<file path="src/uhie_pkg.sv">
// Package with register map, field positions and bus codes for the host interrupt block.
package uhie_pkg;

   // ----------------------------------------------------------------
   // Register byte addresses.
   // ----------------------------------------------------------------
   localparam logic [7:0] UHIE_OFF_EVENT_FLAGS   = 8'h0c; // Sticky event flags, write one to clear.
   localparam logic [7:0] UHIE_OFF_ENABLE_SET    = 8'h10; // Enable register, write one to set.
   localparam logic [7:0] UHIE_OFF_ENABLE_CLEAR  = 8'h14; // Disable view, write one to clear.
   localparam int         UHIE_ADDR_W            = 8;     // Decoded address width.

   // ----------------------------------------------------------------
   // Field positions shared by flags, enable and disable registers.
   // ----------------------------------------------------------------
   localparam int UHIE_BIT_MASTER      = 31; // Master enable, only in enable and disable views.
   localparam int UHIE_BIT_OWNER       = 30; // Ownership change.
   localparam int UHIE_BIT_ROOT_HUB    = 6;  // Root hub status change.
   localparam int UHIE_BIT_FRAME_OVF   = 5;  // Frame number overflow.
   localparam int UHIE_BIT_RESUME      = 3;  // Resume detected.
   localparam int UHIE_BIT_FRAME_START = 2;  // Start of frame.
   localparam int UHIE_BIT_WRITEBACK   = 1;  // Done-head writeback.
   localparam int UHIE_BIT_OVERRUN     = 0;  // Scheduling overrun.

   // ----------------------------------------------------------------
   // Implemented-bit masks and reset values.
   // ----------------------------------------------------------------
   localparam logic [31:0] UHIE_EVENT_MASK  = 32'h4000_006f; // Event flag bits.
   localparam logic [31:0] UHIE_ENABLE_MASK = 32'hc000_006f; // Enable bits plus master.
   localparam logic [31:0] UHIE_HOST_MASK   = 32'h0000_006f; // Events routed to the host interrupt.
   localparam logic [31:0] UHIE_RESET_VAL   = 32'h0000_0000; // Reset value of every register.

   // ----------------------------------------------------------------
   // AXI4-Lite response codes.
   // ----------------------------------------------------------------
   localparam logic [1:0] UHIE_RESP_OKAY   = 2'h0; // Normal completion.
   localparam logic [1:0] UHIE_RESP_SLVERR = 2'h2; // Unmapped address.

endpackage : uhie_pkg

</file>
<file path="src/uhie_resume_detect.sv">
// Synchroniser and rising-edge detector for the resume signalling pin.
`timescale 1ns/1ns
module uhie_resume_detect (
   input  wire logic clk_i,      // Bus clock.
   input  wire logic rst_n_i,    // Asynchronous reset, active low.
   input  wire logic level_i,    // Asynchronous resume level from the port.
   output logic      rise_o      // One-cycle pulse on a 0 to 1 transition.
);

   // ----------------------------------------------------------------
   // Two-flop synchroniser; only the second stage is looked at.
   // ----------------------------------------------------------------
   logic meta_q;  // First stage, read only by sync_q.
   logic sync_q;  // Second stage, safe to use.
   logic prev_q;  // Previous synchronised value for the edge test.

   // Synchroniser chain and history flop.
   always_ff @(posedge clk_i or negedge rst_n_i) begin
      if (!rst_n_i) begin
         meta_q <= 1'b0;
         sync_q <= 1'b0;
         prev_q <= 1'b0;
      end else begin
         meta_q <= level_i;
         sync_q <= meta_q;
         prev_q <= sync_q;
      end
   end

   // A steady level never retriggers; only the start of signalling counts.
   assign rise_o = sync_q & ~prev_q;

endmodule // uhie_resume_detect

</file>
<file path="src/uhie_irq_ctrl.sv">
// Event flags, interrupt enables and AXI4-Lite register slave of the host interrupt block.
//
// Added by the designer: the AXI4-Lite slave port.
`timescale 1ns/1ns
module uhie_irq_ctrl
   import uhie_pkg::*;
(
   input  wire logic        CLK_I,                  // Bus clock, 125 MHz.
   input  wire logic        RST_N_I,                // Asynchronous reset, active low.
   // AXI4-Lite slave.
   input  wire logic [31:0] S_AXI_AWADDR_I,         // Write address.
   input  wire logic        S_AXI_AWVALID_I,        // Write address valid.
   output logic             S_AXI_AWREADY_O,        // Write address ready.
   input  wire logic [31:0] S_AXI_WDATA_I,          // Write data.
   input  wire logic [3:0]  S_AXI_WSTRB_I,          // Write byte strobes.
   input  wire logic        S_AXI_WVALID_I,         // Write data valid.
   output logic             S_AXI_WREADY_O,         // Write data ready.
   output logic [1:0]       S_AXI_BRESP_O,          // Write response.
   output logic             S_AXI_BVALID_O,         // Write response valid.
   input  wire logic        S_AXI_BREADY_I,         // Write response ready.
   input  wire logic [31:0] S_AXI_ARADDR_I,         // Read address.
   input  wire logic        S_AXI_ARVALID_I,        // Read address valid.
   output logic             S_AXI_ARREADY_O,        // Read address ready.
   output logic [31:0]      S_AXI_RDATA_O,          // Read data.
   output logic [1:0]       S_AXI_RRESP_O,          // Read response.
   output logic             S_AXI_RVALID_O,         // Read data valid.
   input  wire logic        S_AXI_RREADY_I,         // Read data ready.
   // Event sources from the rest of the controller, same clock except RESUME_SIGNAL_I, which is asynchronous.
   input  wire logic        OWNER_CHANGE_REQ_I,     // Ownership change request bit of the command register.
   input  wire logic        ROOT_HUB_CHANGE_I,      // Pulse: root hub or port status changed.
   input  wire logic        FRAME_NUM_MSB_I,        // Bit 15 of the frame number.
   input  wire logic        FRAME_NUM_UPDATED_I,    // Pulse: shared area frame number written.
   input  wire logic        FRAME_START_I,          // Pulse: frame start after frame number update.
   input  wire logic        DONE_HEAD_WRITTEN_I,    // Pulse: done head written to shared area.
   input  wire logic        SCHED_OVERRUN_I,        // Pulse: schedule overran, after frame update.
   input  wire logic        SW_RESUME_STATE_I,      // High while software holds the resume state.
   input  wire logic        RESUME_SIGNAL_I,        // Asynchronous resume signalling from a device.
   // Outputs.
   output logic             IRQ_O,                  // Host bus interrupt level, active high.
   output logic             SYS_MGMT_IRQ_OUT_N_O,   // System management interrupt, active low.
   output logic             SOF_TOKEN_O,            // Pulse: send start-of-frame token.
   output logic             OVERRUN_COUNT_INC_O,    // Pulse: bump the overrun counter.
   output logic             DONE_WRITEBACK_ALLOW_O  // High while a new done-head writeback may happen.
);

   // ----------------------------------------------------------------
   // Helper functions.
   // ----------------------------------------------------------------

   // Keep only the written bytes of a word, so unstrobed lanes act as zeros.
   function automatic logic [31:0] strb_mask(input logic [31:0] data, input logic [3:0] strb);
      logic [31:0] m;
      m = {{8{strb[3]}}, {8{strb[2]}}, {8{strb[1]}}, {8{strb[0]}}};
      return data & m;
   endfunction

   // True when an address hits one of the three mapped words.
   function automatic logic addr_hit(input logic [UHIE_ADDR_W-1:0] a);
      return (a == UHIE_OFF_EVENT_FLAGS) || (a == UHIE_OFF_ENABLE_SET) || (a == UHIE_OFF_ENABLE_CLEAR);
   endfunction

   // ----------------------------------------------------------------
   // State.
   // ----------------------------------------------------------------
   logic [31:0]            flags_q;      // Sticky event flags.
   logic [31:0]            flags_d;      // Next flags.
   logic [31:0]            en_q;         // Enable bits plus master.
   logic [31:0]            en_d;         // Next enables.
   logic                   own_req_q;    // Previous ownership request, for the edge.
   logic                   msb_seen_q;   // Frame MSB at the last shared-area update.
   logic                   resume_rise;  // Synchronised resume start pulse.
   logic [31:0]            set_vec;      // Hardware set requests this cycle.
   // Write channel holding registers.
   logic                   aw_held_q;    // Write address taken and waiting.
   logic                   w_held_q;     // Write data taken and waiting.
   logic [UHIE_ADDR_W-1:0] waddr_q;      // Held write address.
   logic [31:0]            wdata_q;      // Held write data, strobes applied.
   logic                   bvalid_q;     // Write response pending.
   logic [1:0]             bresp_q;      // Write response code.
   logic                   wr_go;        // Perform the held write this cycle.
   logic [31:0]            clr_vec;      // Software clear of flags this cycle.
   // Read channel.
   logic                   rvalid_q;     // Read data pending.
   logic [31:0]            rdata_q;      // Read data.
   logic [1:0]             rresp_q;      // Read response code.
   logic [UHIE_ADDR_W-1:0] raddr;        // Decoded read address.

   // ----------------------------------------------------------------
   // Resume detection through the synchroniser.
   // ----------------------------------------------------------------
   uhie_resume_detect u_resume (
      .clk_i   (CLK_I),
      .rst_n_i (RST_N_I),
      .level_i (RESUME_SIGNAL_I),
      .rise_o  (resume_rise)
   );

   // ----------------------------------------------------------------
   // Event history flops.
   // ----------------------------------------------------------------

   // Past request level and frame MSB at the last shared-area update.
   always_ff @(posedge CLK_I or negedge RST_N_I) begin
      if (!RST_N_I) begin
         own_req_q  <= 1'b0;
         msb_seen_q <= 1'b0;
      end else begin
         own_req_q <= OWNER_CHANGE_REQ_I;
         if (FRAME_NUM_UPDATED_I) begin
            msb_seen_q <= FRAME_NUM_MSB_I;
         end
      end
   end

   // ----------------------------------------------------------------
   // Event set vector.
   // ----------------------------------------------------------------

   // Each source sets its own flag position; the rest stay zero.
   always_comb begin
      set_vec = UHIE_RESET_VAL;
      set_vec[UHIE_BIT_OWNER]       = OWNER_CHANGE_REQ_I & ~own_req_q;
      set_vec[UHIE_BIT_ROOT_HUB]    = ROOT_HUB_CHANGE_I;
      // The toggle is judged at the shared-area update, so the flag follows it.
      set_vec[UHIE_BIT_FRAME_OVF]   = FRAME_NUM_UPDATED_I & (FRAME_NUM_MSB_I ^ msb_seen_q);
      // Software-driven resume shows no device signalling, so it is filtered out.
      set_vec[UHIE_BIT_RESUME]      = resume_rise & ~SW_RESUME_STATE_I;
      set_vec[UHIE_BIT_FRAME_START] = FRAME_START_I;
      set_vec[UHIE_BIT_WRITEBACK]   = DONE_HEAD_WRITTEN_I;
      set_vec[UHIE_BIT_OVERRUN]     = SCHED_OVERRUN_I;
   end

   // ----------------------------------------------------------------
   // Register updates.
   // ----------------------------------------------------------------

   // Software clear of flags comes only from a write of ones to the flag word.
   assign wr_go   = aw_held_q & w_held_q & ~bvalid_q;
   assign clr_vec = (wr_go && waddr_q == UHIE_OFF_EVENT_FLAGS) ? wdata_q : UHIE_RESET_VAL;

   // A set arriving together with its clear wins, so no event is lost.
   always_comb begin
      flags_d = ((flags_q & ~clr_vec) | set_vec) & UHIE_EVENT_MASK;
      en_d    = en_q;
      if (wr_go && waddr_q == UHIE_OFF_ENABLE_SET) begin
         en_d = en_q | (wdata_q & UHIE_ENABLE_MASK);
      end else if (wr_go && waddr_q == UHIE_OFF_ENABLE_CLEAR) begin
         en_d = en_q & ~(wdata_q & UHIE_ENABLE_MASK);
      end
   end

   // Flags and enables; both start cleared so nothing can interrupt early.
   always_ff @(posedge CLK_I or negedge RST_N_I) begin
      if (!RST_N_I) begin
         flags_q <= UHIE_RESET_VAL;
         en_q    <= UHIE_RESET_VAL;
      end else begin
         flags_q <= flags_d;
         en_q    <= en_d;
      end
   end

   // Token and counter pulses leave on the same edge that sets their flags.
   always_ff @(posedge CLK_I or negedge RST_N_I) begin
      if (!RST_N_I) begin
         SOF_TOKEN_O         <= 1'b0;
         OVERRUN_COUNT_INC_O <= 1'b0;
      end else begin
         SOF_TOKEN_O         <= FRAME_START_I;
         OVERRUN_COUNT_INC_O <= SCHED_OVERRUN_I;
      end
   end

   // ----------------------------------------------------------------
   // Interrupt outputs.
   // ----------------------------------------------------------------

   // Ownership change goes only to the management line, never to the host line.
   assign IRQ_O = en_q[UHIE_BIT_MASTER] & (|(flags_q & en_q & UHIE_HOST_MASK));
   assign SYS_MGMT_IRQ_OUT_N_O = ~(flags_q[UHIE_BIT_OWNER] & en_q[UHIE_BIT_OWNER]);
   // The writeback source must hold off while the flag stands.
   assign DONE_WRITEBACK_ALLOW_O = ~flags_q[UHIE_BIT_WRITEBACK];

   // ----------------------------------------------------------------
   // AXI4-Lite write channel.
   // ----------------------------------------------------------------

   // Address and data are taken independently; the write happens once both are in.
   assign S_AXI_AWREADY_O = ~aw_held_q & ~bvalid_q;
   assign S_AXI_WREADY_O  = ~w_held_q & ~bvalid_q;
   assign S_AXI_BVALID_O  = bvalid_q;
   assign S_AXI_BRESP_O   = bresp_q;

   // Holding registers and the response.
   always_ff @(posedge CLK_I or negedge RST_N_I) begin
      if (!RST_N_I) begin
         aw_held_q <= 1'b0;
         w_held_q  <= 1'b0;
         waddr_q   <= '0;
         wdata_q   <= UHIE_RESET_VAL;
         bvalid_q  <= 1'b0;
         bresp_q   <= UHIE_RESP_OKAY;
      end else begin
         if (S_AXI_AWVALID_I && S_AXI_AWREADY_O) begin
            aw_held_q <= 1'b1;
            waddr_q   <= S_AXI_AWADDR_I[UHIE_ADDR_W-1:0];
         end
         if (S_AXI_WVALID_I && S_AXI_WREADY_O) begin
            w_held_q <= 1'b1;
            wdata_q  <= strb_mask(S_AXI_WDATA_I, S_AXI_WSTRB_I);
         end
         if (wr_go) begin
            aw_held_q <= 1'b0;
            w_held_q  <= 1'b0;
            bvalid_q  <= 1'b1;
            bresp_q   <= addr_hit(waddr_q) ? UHIE_RESP_OKAY : UHIE_RESP_SLVERR;
         end else if (bvalid_q && S_AXI_BREADY_I) begin
            bvalid_q <= 1'b0;
         end
      end
   end

   // ----------------------------------------------------------------
   // AXI4-Lite read channel.
   // ----------------------------------------------------------------
   assign S_AXI_ARREADY_O = ~rvalid_q;
   assign S_AXI_RVALID_O  = rvalid_q;
   assign S_AXI_RDATA_O   = rdata_q;
   assign S_AXI_RRESP_O   = rresp_q;
   assign raddr           = S_AXI_ARADDR_I[UHIE_ADDR_W-1:0];

   // Data is captured at the address handshake; reads have no side effects.
   always_ff @(posedge CLK_I or negedge RST_N_I) begin
      if (!RST_N_I) begin
         rvalid_q <= 1'b0;
         rdata_q  <= UHIE_RESET_VAL;
         rresp_q  <= UHIE_RESP_OKAY;
      end else if (S_AXI_ARVALID_I && S_AXI_ARREADY_O) begin
         rvalid_q <= 1'b1;
         rresp_q  <= addr_hit(raddr) ? UHIE_RESP_OKAY : UHIE_RESP_SLVERR;
         if (raddr == UHIE_OFF_EVENT_FLAGS) begin
            rdata_q <= flags_q;
         end else if (raddr == UHIE_OFF_ENABLE_SET || raddr == UHIE_OFF_ENABLE_CLEAR) begin
            rdata_q <= en_q;
         end else begin
            rdata_q <= UHIE_RESET_VAL;
         end
      end else if (rvalid_q && S_AXI_RREADY_I) begin
         rvalid_q <= 1'b0;
      end
   end
endmodule // uhie_irq_ctrl

</file>
<file path="config.mk">
export PLATFORM = sky130hd
export DESIGN_NAME = uhie_irq_ctrl
export DESIGN_NICKNAME = d
export VERILOG_FILES = /design/src/uhie_pkg.sv /design/src/uhie_resume_detect.sv /design/src/uhie_irq_ctrl.sv
export SDC_FILE = /design/constraint.sdc
export NUM_CORES = 1
export LEC_CHECK = 0
export ABC_AREA = 1
export BUFFER_PORTS_ARGS = -buffer_cell sky130_fd_sc_hd__clkbuf_2
export CAP_MARGIN = 15
export CORE_AREA = 2 2 85 87
export CTS_CLUSTER_DIAMETER = 150
export DETAILED_ROUTE_END_ITERATION = 10
export DIE_AREA = 0 0 87 89
export GPL_ROUTABILITY_DRIVEN = 0
export PLACE_DENSITY = 0.81
export SLEW_MARGIN = 10
export SYNTH_ARGS = -nofsm -noshare
export SYNTH_HDL_FRONTEND = slang
export SYNTH_SLANG_ARGS = --single-unit
</file>
<file path="constraint.sdc">
create_clock -name CLK_I -period 1.3 [get_ports CLK_I]
set_input_delay 0.195 -clock CLK_I [delete_from_list [all_inputs] [get_ports CLK_I]]
set_output_delay 0.195 -clock CLK_I [all_outputs]
set_load 0.005 [all_outputs]
</file>
Word-level counts from Yosys, hierarchy flattened
Cells that the tools add are included.

storage, ports and cells
  register bits after elaboration = 126
  output and inout port bits = 46

cells by class
  eq/ne operators = 6
  mux-type cells = 15
  bitwise logic cells = 28
  reduce and logical (&&, ||, !) cells = 19

operators with widths
  kind                                                                   count
  32-bit two-way mux                                                     4
  32-bit bitwise AND                                                     2
  8-bit by 5-bit equality test with 1-bit output, second input constant  4
  32-bit NOT                                                             1
  32-bit bitwise OR                                                      1
  31-bit bitwise AND                                                     1
  31-bit two-way mux                                                     1
  31-bit NOT                                                             1
  31-bit bitwise OR                                                      1
  8-bit by 4-bit equality test with 1-bit output, second input constant  2
  1-bit bitwise AND                                                      10
  2-bit nonzero test                                                     5
  1-bit NOT                                                              9
  1-bit logical AND                                                      8
  1-bit two-way mux                                                      8
  7-bit bitwise AND                                                      1
  6-bit OR reduction                                                     1
  1-bit logical OR                                                       5
  2-bit two-way mux                                                      2
  1-bit bitwise XOR                                                      1

Logic depth before layout (Yosys ltp)
  depth in word-level cells = 7
  mapped depth = 7
  depth with buffers taken out = 7

Hierarchy
Synthesis repeated with hierarchy kept, for this count alone.

second synthesis, totals
  cells, all modules = 294
  area, all modules = 2481.1 µm²

modules (own cells, without submodules)
  module              times used  cells an instance  area an instance (µm²)  sequential area each (µm²)
  uhie_irq_ctrl       1           289                2396.0                  1226.2
  uhie_resume_detect  1           5                  85.1                    75.1

Worst setup path before layout
Ideal clock, no wire load.

  kind = reg-to-reg
  start point = register bvalid_q, in the netlist S_AXI_BVALID_O
  end point = register flags_q[1]
  arrival = 1.153 ns
  path slack = 0.030 ns
  cell stages (with the launch flop) = 6
  path buffers = 1
  period minus slack after synthesis = 1.270 ns
  path through = dfrtp_1 > nor3_4 > buf_6 > nand3_1 > nand2_1 > nand2_1

on the way
  longest elaborated chain between the ends = 7

ends and longest elaborated chain
  item                    line                  source
  start, declared         uhie_irq_ctrl.sv:78   logic bvalid_q;
  start signal, assigned  uhie_irq_ctrl.sv:201  bvalid_q <= 1'b0;
  start signal, assigned  uhie_irq_ctrl.sv:215  bvalid_q <= 1'b1;
  start signal, assigned  uhie_irq_ctrl.sv:218  bvalid_q <= 1'b0;
  1-bit NOT               uhie_irq_ctrl.sv:138  assign wr_go = aw_held_q & w_held_q & ~bvalid_q;
  1-bit bitwise AND       uhie_irq_ctrl.sv:138
  1-bit logical AND       uhie_irq_ctrl.sv:139  assign clr_vec = (wr_go && waddr_q == UHIE_OFF_EVENT_FLAGS) ? wdata_q : UHIE_RESET_VAL;
  31-bit two-way mux      uhie_irq_ctrl.sv:139
  31-bit NOT              uhie_irq_ctrl.sv:143  flags_d = ((flags_q & ~clr_vec) | set_vec) & UHIE_EVENT_MASK;
  31-bit bitwise AND      uhie_irq_ctrl.sv:143
  31-bit bitwise OR       uhie_irq_ctrl.sv:143
  net flags_d[1]          uhie_irq_ctrl.sv:66   logic [31:0] flags_d;
  end signal, assigned    uhie_irq_ctrl.sv:158  flags_q <= flags_d;
  end, declared           uhie_irq_ctrl.sv:65   logic [31:0] flags_q;

The timed path passes the listed nets, and every way through them passes these cells.
A chain may end at the register's enable or synchronous reset.

==> flow_metrics.tcl <==
set metrics [dict create \
    cts-buffers-inserted 5 \
    post_drt_wl_per_cell_um 12.4 \
    final_nets 509 \
    syn_inst 295 \
    vias 2208 \
    power_switching_share_pct 35.5 \
    clock_path_buffers 2 \
    clock_latency_ns 0.31 \
    cts-root-buf "clkbuf_8" \
    critPathLaunchType "flop" \
    cts_max_level 2 \
    routed_wl_um 5860 \
    grt_usage_pct 14.6 \
    setup-violations-final 7 \
    dp_hpwl_um 3800 \
    drtIter0Drc 122 \
    synth.most_common_cell "nand2_1" \
    met1_usage_pct 18.5 \
    drive_gt1_share_pct 34.8 \
    grt_util_met3_pct 3.23 \
    dieArea_sq_um 7740 \
    synth_ff_type "dfrtp_1" \
    top_level_ports 162 \
    p_per_area_nw_per_um2 1500 \
    hold_class "input port to flop" \
    timing.rr.start "w_held_q" \
    die_width_um 87 \
    layout_min_cycle_time_ns 1.39 \
    worst-setup-path-type "flop to output pin" \
    grt_pass1_wl_um 8830 \
    netlist.area_leader.share_pct 52.2 \
    fmax_ghz 0.720 \
    drt.antenna.violating_nets 0 \
    p_clk_share_pct 19.7 \
    combPwrFrac_pct 34.3 \
    final.setup_skew_ns 0.0106 \
    path_clk_slew_ns 0.10 \
    syn2layout_area_growth_pct 34.1 \
    fin_crit_sh_pct 107 \
    cts.sinks 52 \
    top_usage_layer "met2" \
    postSynthAreaPerCell_sq_um 8.46 \
    p_leak_nw 1.80 \
    antennaDiodeCount 0 \
    yosys-top-cells-area "dfrtp_1 52%, nand2_1 16%, buf_4 8.4%" \
    fin_setup_tns_ns -0.189 \
    synthTopCellsByCount "108 x nand2_1, 52 x dfrtp_1, 38 x nand3_1" \
    async_reset_ff_share_pct 100 \
    internal_power_mw 3.23 \
    synth-seq-area-share_pct 52.2 \
    grt_setup_unrepaired "yes" \
    grt_max_degree 53 \
    synth.largest_area_cell "dfrtp_1" \
    p_switching_mw 1.78 \
    violations "negative setup slack" \
    seqPwrFrac_pct 46.1 \
    arrival_ns 1.19 \
    status "complete, but fails checks" \
    ys_types 22 \
    initial_utilization_pct 37.1 \
    num_rows 30 \
    drv_cap 0 \
    cts_tree "built" \
    grt_pass1_vias 1970 \
    cp.required_ns 1.11 \
    hold_viol 0 \
    synth_edf_count 0 \
    overflow 0 \
    firstDrtPassIters 4 \
    power.total_mw 5.00 \
    io_buffers 61 \
    ys_warn_count 0 \
    instances_no_fill 474 \
    coreArea_sq_um 6720 \
    viasPerCell 4.66 \
    worst_setup_path_end_kind "output pin" \
    drc_errors 0 \
    yosys_register_bits 52 \
    r2r_cells 7 \
    placedCellCount 440 \
    irDropWorstVdd_mv 0.946 \
    slew_violations 0 \
    synth_area_sq_um 2490 \
    die_h_um 89 \
    cp_max_fo 2 \
    setup_slack_ns -0.0890 \
    worstHoldStart "SCHED_OVERRUN_I" \
    hold_path_depth 1 \
    antenna_found_initial 0 \
    met2_usage_pct 24.4 \
]
## layout by cell type, fill, tap and decap left out
master         count
nor2_1            13
inv_6              1
o21a_1             1
clkbuf_2          60
a21oi_1            3
nor3b_2            1
or2_2              1
o21ai_0            5
buf_4             22
buf_2              1
dlygate4sd3_1      3
nand2_2            2
nor2_4             3
mux2_2             6
conb_1            26
inv_2              2
clkbuf_8           6
nand3b_1           1
nand3_2           15
clkinv_1           1
buf_6              5
nand4_1            7
nor3_4             1
nand2_1          106
clkinv_2           1
nor2_2             2
dfrtp_1           51
clkbuf_16          3
nand3_1           23
dfrtp_2            1
buf_12             3
or3b_2             1
inv_1             17
## kinds of logic after synthesis
group,share of synthesized area (%)
AND/OR/NAND/NOR,30.6
flip-flops,52.2
buffers and inverters,12.5
AO/OA/AOI/OAI,1.91
multiplexers,2.71
other,0.150
## worst paths after layout
check	slack, ns	endpoint
setup / recovery	-0.09	IRQ_O
hold / removal	0.008	OVERRUN_COUNT_INC_O
setup reg to reg	-0.04	flop
hold reg to reg	0.36	u_resume.sync_q
max in group asynchronous	0.65	u_resume.sync_q
min in group asynchronous	0.40	waddr_q[4]
## timing repair
action,CTS,global route
gates cloned,0,4
setup endpoints to repair,15,23
buffers inserted,8,12
resized for setup,3,26
hold buffers,2,1
pin swaps,4,29
endpoints found under the hold margin,53,1
## routing by layer
metal	wire, um	up-vias
met2	2930	88
li1	-	1086
met1	2480	1028
met3	371	6
met4	78	0
met5	0	-
## worst max-delay path: stages (launching register included)
cell and delay [ns]:
dfrtp_1 0.40, nand2_1 0.08, nand4_1 0.09, o21a_1 0.20, clkbuf_2 0.12
## through the flow
| step | utilization, % | cell area (sq um) | hold WS (ns) | setup slack, ns |
|---|---|---|---|---|
| final | 49.8 | 3340 | 0.00767 | -0.0890 |
| after global placement | 42.7 | 2870 | 0.208 | 0.0293 |
| after CTS | 45.3 | 3050 | 0.00280 | -0.0673 |
| after floorplan | - | 2590 | -0.101 | 0.0300 |
| after detailed placement | 42.7 | 2870 | 0.221 | -0.0322 |
| after global routing | 49.8 | 3340 | 0.00381 | -0.143 |
## layout make-up
| type | count | area (sq um) |
|---|---|---|
| fill | 617 | 3370 |
| sequential | 52 | 1300 |
| multi-input combinational | 217 | 1080 |
| timing repair buffer | 97 | 692 |
| tap | 80 | 100 |
| clock buffer | 6 | 82.6 |
| inverter | 20 | 75.1 |
| clock inverter | 2 | 13.8 |
## power by group through the flow
stage | Combinational [mW] | Sequential (mW) | Clock, mW
after floorplan | 0.850 | 2.18 | 0
after detailed placement | 1.21 | 2.24 | 0
final | 1.71 | 2.31 | 0.984
after global placement | 1.15 | 2.22 | 0
after CTS | 1.21 | 2.24 | 1.00
after global routing | 1.88 | 2.36 | 1.08
Power figures use the tool's default switching activity.
